## src/swk_consts.vh

```
`ifndef SWK_CONSTS_VH
`define SWK_CONSTS_VH
// clock period in ps (250 MHz)
`define SWK_CLK_PS 4000
// deglitch filter interval in ns, least figure
`define SWK_FILTER_NS 160
`define SWK_FILTER_CYC ((`SWK_FILTER_NS * 1000 + `SWK_CLK_PS - 1) / `SWK_CLK_PS)
// fixed delay from request low to input re-enable, in sys_clk cycles
`define SWK_ENABLE_CYC 8
// delay from request high to input block, in sys_clk cycles
`define SWK_DISABLE_CYC 4
// default wake timer release counts
`define SWK_OUT_REL_DEF 10'h004
`define SWK_WR_REL_DEF 10'h005
// configuration defaults
`define SWK_EN_DEF 1'b0
// simulated configuration load time in cycles
`define SWK_CFG_CYC 16
// sequencer states
`define SWK_ST_CFG 3'h0
`define SWK_ST_RUN 3'h1
`define SWK_ST_ENTER 3'h2
`define SWK_ST_SLEEP 3'h3
`define SWK_ST_WAKEIN 3'h4
`define SWK_ST_WAITAWK 3'h5
`define SWK_ST_TIMERS 3'h6
// apb register offsets
`define SWK_REG_CTRL 12'h000
`define SWK_REG_OUTCNT 12'h004
`define SWK_REG_WRCNT 12'h008
`define SWK_REG_STAT 12'h00C
// control register bit positions
`define SWK_CTRL_EN 0
`define SWK_CTRL_FILT 1
`define SWK_CTRL_DRV 2
`define SWK_CTRL_GSR 3
`define SWK_CTRL_WCLK 4
`endif

```

## src/swk_sequencer.v

```verilog
// The APB register port and the register offsets were decided locally.
`include "swk_consts.vh"
module swk_sequencer #(
   parameter CNT_W = 10,
   parameter NPINS = 8
)(
   // clock and reset
   input wire sys_clk,
   input wire rst_n,
   // apb slave
   input wire psel,
   input wire penable,
   input wire pwrite,
   input wire [11:0] paddr,
   input wire [31:0] pwdata,
   output reg [31:0] prdata,
   output reg pready,
   output reg pslverr,
   // pins from system controller
   input wire sleep_req,
   input wire reconfig_n,
   input wire wake_in,
   input wire alt_wake_clk,
   // wake status pin, open-drain capable
   output reg wake_out,
   output reg wake_oe,
   // per-pin output behaviour
   input wire [NPINS-1:0] user_out,
   output reg [NPINS-1:0] hold_value,
   output reg sleep_outputs,
   // global controls
   output reg write_protect,
   output reg inputs_blocked,
   output reg global_sr,
   output reg config_done
);
   // synchronisers
   reg req_s1;
   reg req_s2;
   reg rcf_s1;
   reg rcf_s2;
   reg wk_s1;
   reg wk_s2;
   reg ck_s1;
   reg ck_s2;
   reg ck_s3;
   always @(posedge sys_clk or negedge rst_n)
   begin
      if (!rst_n)
      begin
         req_s1 <= 1'b0;
         req_s2 <= 1'b0;
         rcf_s1 <= 1'b1;
         rcf_s2 <= 1'b1;
         wk_s1 <= 1'b0;
         wk_s2 <= 1'b0;
         ck_s1 <= 1'b0;
         ck_s2 <= 1'b0;
         ck_s3 <= 1'b0;
      end
      else
      begin
         req_s1 <= sleep_req;
         req_s2 <= req_s1;
         rcf_s1 <= reconfig_n;
         rcf_s2 <= rcf_s1;
         wk_s1 <= wake_in;
         wk_s2 <= wk_s1;
         ck_s1 <= alt_wake_clk;
         ck_s2 <= ck_s1;
         ck_s3 <= ck_s2;
      end
   end

   // configuration registers
   reg [4:0] ctrl;
   reg [CNT_W-1:0] out_rel_count;
   reg [CNT_W-1:0] wr_rel_count;
   wire acc = psel && penable;
   wire wr_en = acc && pwrite;
   always @(posedge sys_clk or negedge rst_n)
   begin
      if (!rst_n)
      begin
         ctrl <= {4'h0, `SWK_EN_DEF};
         out_rel_count <= `SWK_OUT_REL_DEF;
         wr_rel_count <= `SWK_WR_REL_DEF;
      end
      else if (wr_en)
      begin
         if (paddr == `SWK_REG_CTRL)
            ctrl <= pwdata[4:0];
         if (paddr == `SWK_REG_OUTCNT)
            out_rel_count <= pwdata[CNT_W-1:0];
         if (paddr == `SWK_REG_WRCNT)
            wr_rel_count <= pwdata[CNT_W-1:0];
      end
   end

   // deglitch filter on rising request
   localparam FW = 8;
   reg [FW-1:0] filt_cnt;
   reg req_f;
   always @(posedge sys_clk or negedge rst_n)
   begin
      if (!rst_n)
      begin
         filt_cnt <= 8'h00;
         req_f <= 1'b0;
      end
      else if (!req_s2)
      begin
         filt_cnt <= 8'h00;
         req_f <= 1'b0;
      end
      else if (!ctrl[`SWK_CTRL_FILT])
         req_f <= 1'b1;
      // full interval counted, so the added delay never falls short of the minimum
      else if (filt_cnt == `SWK_FILTER_CYC)
         req_f <= 1'b1;
      else
         filt_cnt <= filt_cnt + 8'h01;
   end

   // wake clock tick: internal every cycle, or rising edge of alternate
   wire wclk_tick = ctrl[`SWK_CTRL_WCLK] ? (ck_s2 && !ck_s3) : 1'b1;
   wire req_on = req_f && ctrl[`SWK_CTRL_EN];

   reg [2:0] state;
   reg [CNT_W-1:0] cnt;
   reg [CNT_W-1:0] wcnt;
   // compare on the count after this tick, so release lands on the counted cycle
   wire [CNT_W-1:0] next_wcnt = wclk_tick ? wcnt + 1'b1 : wcnt;
   always @(posedge sys_clk or negedge rst_n)
   begin
      if (!rst_n)
      begin
         state <= `SWK_ST_CFG;
         cnt <= {CNT_W{1'b0}};
         wcnt <= {CNT_W{1'b0}};
         config_done <= 1'b0;
         write_protect <= 1'b0;
         sleep_outputs <= 1'b0;
         inputs_blocked <= 1'b0;
         wake_out <= 1'b1;
         wake_oe <= 1'b1;
         global_sr <= 1'b0;
         hold_value <= {NPINS{1'b0}};
      end
      else if (!rcf_s2)
      begin
         // reconfiguration wins over every state
         state <= `SWK_ST_CFG;
         cnt <= {CNT_W{1'b0}};
         config_done <= 1'b0;
         write_protect <= 1'b0;
         sleep_outputs <= 1'b0;
         inputs_blocked <= 1'b0;
         wake_out <= 1'b1;
         wake_oe <= 1'b1;
         global_sr <= 1'b0;
      end
      else
      begin
         global_sr <= 1'b0;
         case (state)
            `SWK_ST_CFG:
            begin
               // request level ignored while loading
               if (cnt == `SWK_CFG_CYC - 1)
               begin
                  config_done <= 1'b1;
                  state <= `SWK_ST_RUN; // re-sleep follows if held high
                  cnt <= {CNT_W{1'b0}};
               end
               else
                  cnt <= cnt + 1'b1;
            end
            `SWK_ST_RUN:
               if (req_on)
               begin
                  hold_value <= user_out;
                  write_protect <= 1'b1;
                  wake_out <= 1'b0;
                  wake_oe <= 1'b1;
                  cnt <= {CNT_W{1'b0}};
                  state <= `SWK_ST_ENTER;
               end
            `SWK_ST_ENTER:
            begin
               sleep_outputs <= 1'b1;
               if (cnt == `SWK_DISABLE_CYC - 1)
               begin
                  inputs_blocked <= 1'b1;
                  state <= `SWK_ST_SLEEP;
               end
               cnt <= cnt + 1'b1;
            end
            `SWK_ST_SLEEP:
               // config_done untouched while sleeping
               if (!req_s2)
               begin
                  cnt <= {CNT_W{1'b0}};
                  state <= `SWK_ST_WAKEIN;
               end
            `SWK_ST_WAKEIN:
               if (cnt == `SWK_ENABLE_CYC - 1)
               begin
                  inputs_blocked <= 1'b0;
                  global_sr <= ctrl[`SWK_CTRL_GSR];
                  if (ctrl[`SWK_CTRL_DRV])
                  begin
                     wake_out <= 1'b1;
                     wake_oe <= 1'b1;
                  end
                  else
                  begin
                     wake_out <= 1'b0;
                     wake_oe <= 1'b0;
                  end
                  state <= `SWK_ST_WAITAWK;
               end
               else
                  cnt <= cnt + 1'b1;
            `SWK_ST_WAITAWK:
               // released pin waits for an outside pull-up
               if (wake_oe || wk_s2)
               begin
                  wcnt <= {CNT_W{1'b0}};
                  state <= `SWK_ST_TIMERS;
               end
            `SWK_ST_TIMERS:
            begin
               wcnt <= next_wcnt;
               if (next_wcnt >= out_rel_count)
                  sleep_outputs <= 1'b0;
               if (next_wcnt >= wr_rel_count)
                  write_protect <= 1'b0;
               if (next_wcnt >= out_rel_count && next_wcnt >= wr_rel_count)
               begin
                  wake_out <= 1'b1;
                  wake_oe <= 1'b1;
                  state <= `SWK_ST_RUN;
               end
            end
            default:
               state <= `SWK_ST_CFG;
         endcase
      end
   end

   // apb read side, zero wait states
   always @(posedge sys_clk or negedge rst_n)
   begin
      if (!rst_n)
      begin
         prdata <= 32'h00000000;
         pready <= 1'b0;
         pslverr <= 1'b0;
      end
      else
      begin
         pready <= psel && !penable;
         pslverr <= 1'b0;
         prdata <= 32'h00000000;
         if (psel && !penable)
         begin
            case (paddr)
               `SWK_REG_CTRL: prdata <= {27'h0, ctrl};
               `SWK_REG_OUTCNT: prdata <= {{(32-CNT_W){1'b0}}, out_rel_count};
               `SWK_REG_WRCNT: prdata <= {{(32-CNT_W){1'b0}}, wr_rel_count};
               `SWK_REG_STAT: prdata <= {22'h0, state, config_done, write_protect,
                  sleep_outputs, inputs_blocked, wake_out, wake_oe, req_f};
               default: pslverr <= 1'b1;
            endcase
         end
      end
   end
endmodule

```

## config.mk

```make
export PLATFORM = sky130hd
export DESIGN_NAME = swk_sequencer
export DESIGN_NICKNAME = d
export VERILOG_FILES = /design/src/swk_sequencer.v
export VERILOG_INCLUDE_DIRS = /design/src
export SDC_FILE = /design/constraint.sdc
export NUM_CORES = 1
export LEC_CHECK = 0
export BUFFER_PORTS_ARGS = -buffer_cell sky130_fd_sc_hd__buf_4
export CORE_ASPECT_RATIO = 1.75
export CORE_MARGIN = 3
export CORE_UTILIZATION = 59
export CTS_CLUSTER_DIAMETER = 50
export DETAILED_ROUTE_END_ITERATION = 8
export PLACE_DENSITY = 0.89
export SYNTH_ARGS = -nofsm -noshare
export SYNTH_HDL_FRONTEND = slang
export SYNTH_SLANG_ARGS = --single-unit
```

## constraint.sdc

```tcl
create_clock -name sys_clk -period 6.3 [get_ports sys_clk]
set_input_delay 0.945 -clock sys_clk [delete_from_list [all_inputs] [get_ports sys_clk]]
set_output_delay 0.945 -clock sys_clk [all_outputs]
set_load 0.01 [all_outputs]
```

==> impl_results.md <==
* Peak supply drop at 0.181 mV
* Cts repair resizes at 0
* Ys async rst share at 100%
* Fillers at 555
* Largest net degree at the start of global routing at 58
* Syn-to-layout area delta at 15.6%
* Share of cells above drive strength 1 at 22.2%
* Area of the mapped netlist at 0.00502 mm²
* Total track usage at 24.3%
* Number of synthesized register bits at 93
* WHS at 348 ps
* Inst Count DP at 650
* Crit. End Element: flop
* P_leak at 2.84 nW
* Reg clk slew, reported paths at 60 ps
* Vias post-DR at 3913
* Root Driver: clkbuf_16
* Cts hold-fix bufs at 0
* Final GP Congestion at 0.966
* Via/cell ratio at 5.88
* Post-synth EDFFs at 0
* Total Die Area at 0.00969 mm²
* Hold crit path type: flop to flop
* Synth top area share at 42.9%
* First-pass GRT wire length at 17.8 mm
* Number of max-cap violations at 0
* Final min period at 3660 ps
* CTS sink cnt at 93
* Netlist cell types at 62
* Initial Utilization at 61.8%
* Pwr dens at 267 mW/mm²
* # IOs at 110
* Util after Layout at 71.4%
* Vias in the first global route at 3797
* RSZ-0062 raised after global routing: false
* GR Overflow Total at 0
* Skew-Pair Late Insertion Delay at 350 ps
* Worst path required time at 6530 ps
* Setup violators final at 0
* DIE WIDTH at 75.7 µm
* Die Ht at 128 µm
* Slew @ Worst Pin at 1130 ps
* Final HPWL from detailed placement at 8.22 mm
* Maximum clock frequency at 0.273 GHz
* Fin crit share at 58.1%
* Crit path max fanout at 8
* Headroom to the max-slew limit at 24.1%
* Post-Route WL at 11.1 mm
* Critical Path Start Type: flop
* Most common cell in the netlist: dfrtp_1
* Tot Pwr at 1.55 mW
* Commonest cells post-synth: 86 x dfrtp_1, 54 x o21ai_0, 38 x nand2_1, 37 x nor2_1, 29 x inv_1
* Sequential element share of the synthesized area at 46.6%
* Routed length per instance at 16.6 µm
* Setup Skew at 9.24 ps
* Synth warn at 0
* Setup TNS at 0 ps
* Post-Syn Area per Cell at 10.2 µm²
* Worst setup path class: flop to flop
* Worst Path Arrival at 3890 ps
* Initial antenna violation count at 0
* Row Count at 43
* CORE AREA at 0.00812 mm²
* Post-synth top area cell: dfrtp_1
* Synth top area cells: dfrtp_1 43%, ha_1 6.0%, o21ai_0 5.4%
* Most used DFF post-synth: dfrtp_1
* Finished Layout Cells at 666
* DRT iter0 DRCs at 307
* Max Root-Sink Buffers at 2
* CTS tree: done
* Max-slew violation count at 0
* IO Port Bufs at 65
* Post-DRT Antenna Nets at 0
* Drt first pass iters at 5
* Post-layout nets at 634
* H-tree Lvls at 3
* Run status: finished, final reports clean
* DRC viols at 0
* Num CTS Buffers at 9
* Hold Fails Final Rpt at 0
* Ant diodes at 0
* Setup bufs post-CTS at 0
* Gate Count Post-Synth at 494
-- stage by stage --
step	instance area (µm²)	setup slack (ps)
final	5800	2640
after detailed placement	5460	2640
after global placement	5460	2710
after global routing	5800	2310
after CTS	5800	2630
after floorplan	5100	3000
-- cells by family (layout without fill, tap and decap cells) --
logic type | after synthesis | after routing | synth area share, %
buffers and inverters | 72 | 111 | 7.66
DFF | 93 | 93 | 46.6
muxes | 25 | 25 | 6.71
xor gates and xnor gates | 16 | 16 | 2.79
AOI/OAI and AO/OA | 109 | 109 | 13.6
adders and majority gates | 24 | 24 | 5.99
and+or+nand+nor | 154 | 154 | 16.6
other | 1 | 22 | 0.0747
-- power by group --
part	internal [mW]	switching (mW)
Clock	0.388	0.228
Combinational	0.112	0.140
Sequential	0.629	0.0553
Total	1.13	0.423
-- per-layer routing --
metal / wire length (µm) / vias to the layer above / GRT usage [%]
met3: 670 / 25 / 3.92
met2: 6020 / 161 / 41.6
met5: 0 / - / 0
met1: 4100 / 1909 / 28.4
met4: 296 / 0 / 12.3
li1: - / 1818 / -
-- worst max-delay path: stages (launching register included) --
cell	delay, ps
dfrtp_1	340
inv_1	40
o21ai_1	410
and4_1	420
and3_1	220
xor2_1	280
ha_1	300
nand4_1	150
a211oi_1	70
or4_1	540
o21ai_2	250
or4_1	200
mux2_1	330
-- worst paths after layout --
path	startpoint	to	slack, ps	cells after the start
max	ck_s2	state[0]	2640	12
min	ck_s1	ck_s2	350	0
max reg2reg	ck_s2	state[0]	2640	12
min reg2reg	ck_s1	ck_s2	350	0
max in group asynchronous	rst_n	wcnt[9]	4700	2
min in group asynchronous	rst_n	filt_cnt[3]	550	1
-- sequential cells by signal, indices dropped and copies added, names as in the netlist, 3 cells and up --
name	flops
prdata	10
filt_cnt	8
wcnt	10
cnt	10
state	3
wr_rel_count	10
ctrl	5
out_rel_count	10
hold_value	8
-- area by class of cell --
cell class	count	area [µm²]	area share [%]
Tap cell	112	140	2.42
Sequential cell	93	2340	40.3
Inverter	29	109	1.88
Clock inverter	6	113	1.94
Multi-Input combinational cell	350	2380	41.0
Clock buffer	10	229	3.95
Timing Repair Buffer	66	495	8.55
-- placed cells by master (no fill, tap or decap), types with 6 or more instances in the layout --
master     count
nand2b_1       6
nor2b_1        8
a211oi_1       7
a31oi_1        6
inv_1         29
xnor2_1        9
conb_1        22
o21ai_0       54
dfrtp_1       86
mux2_2        18
and3_1        11
nand2_1       38
nand3_1       19
buf_4         66
nor2_1        37
a21oi_1        7
dfstp_2        7
clkbuf_16      9
xor2_1         7
nand4_1        6
ha_1          24
No activity file was read; power rests on OpenSTA's default activity.
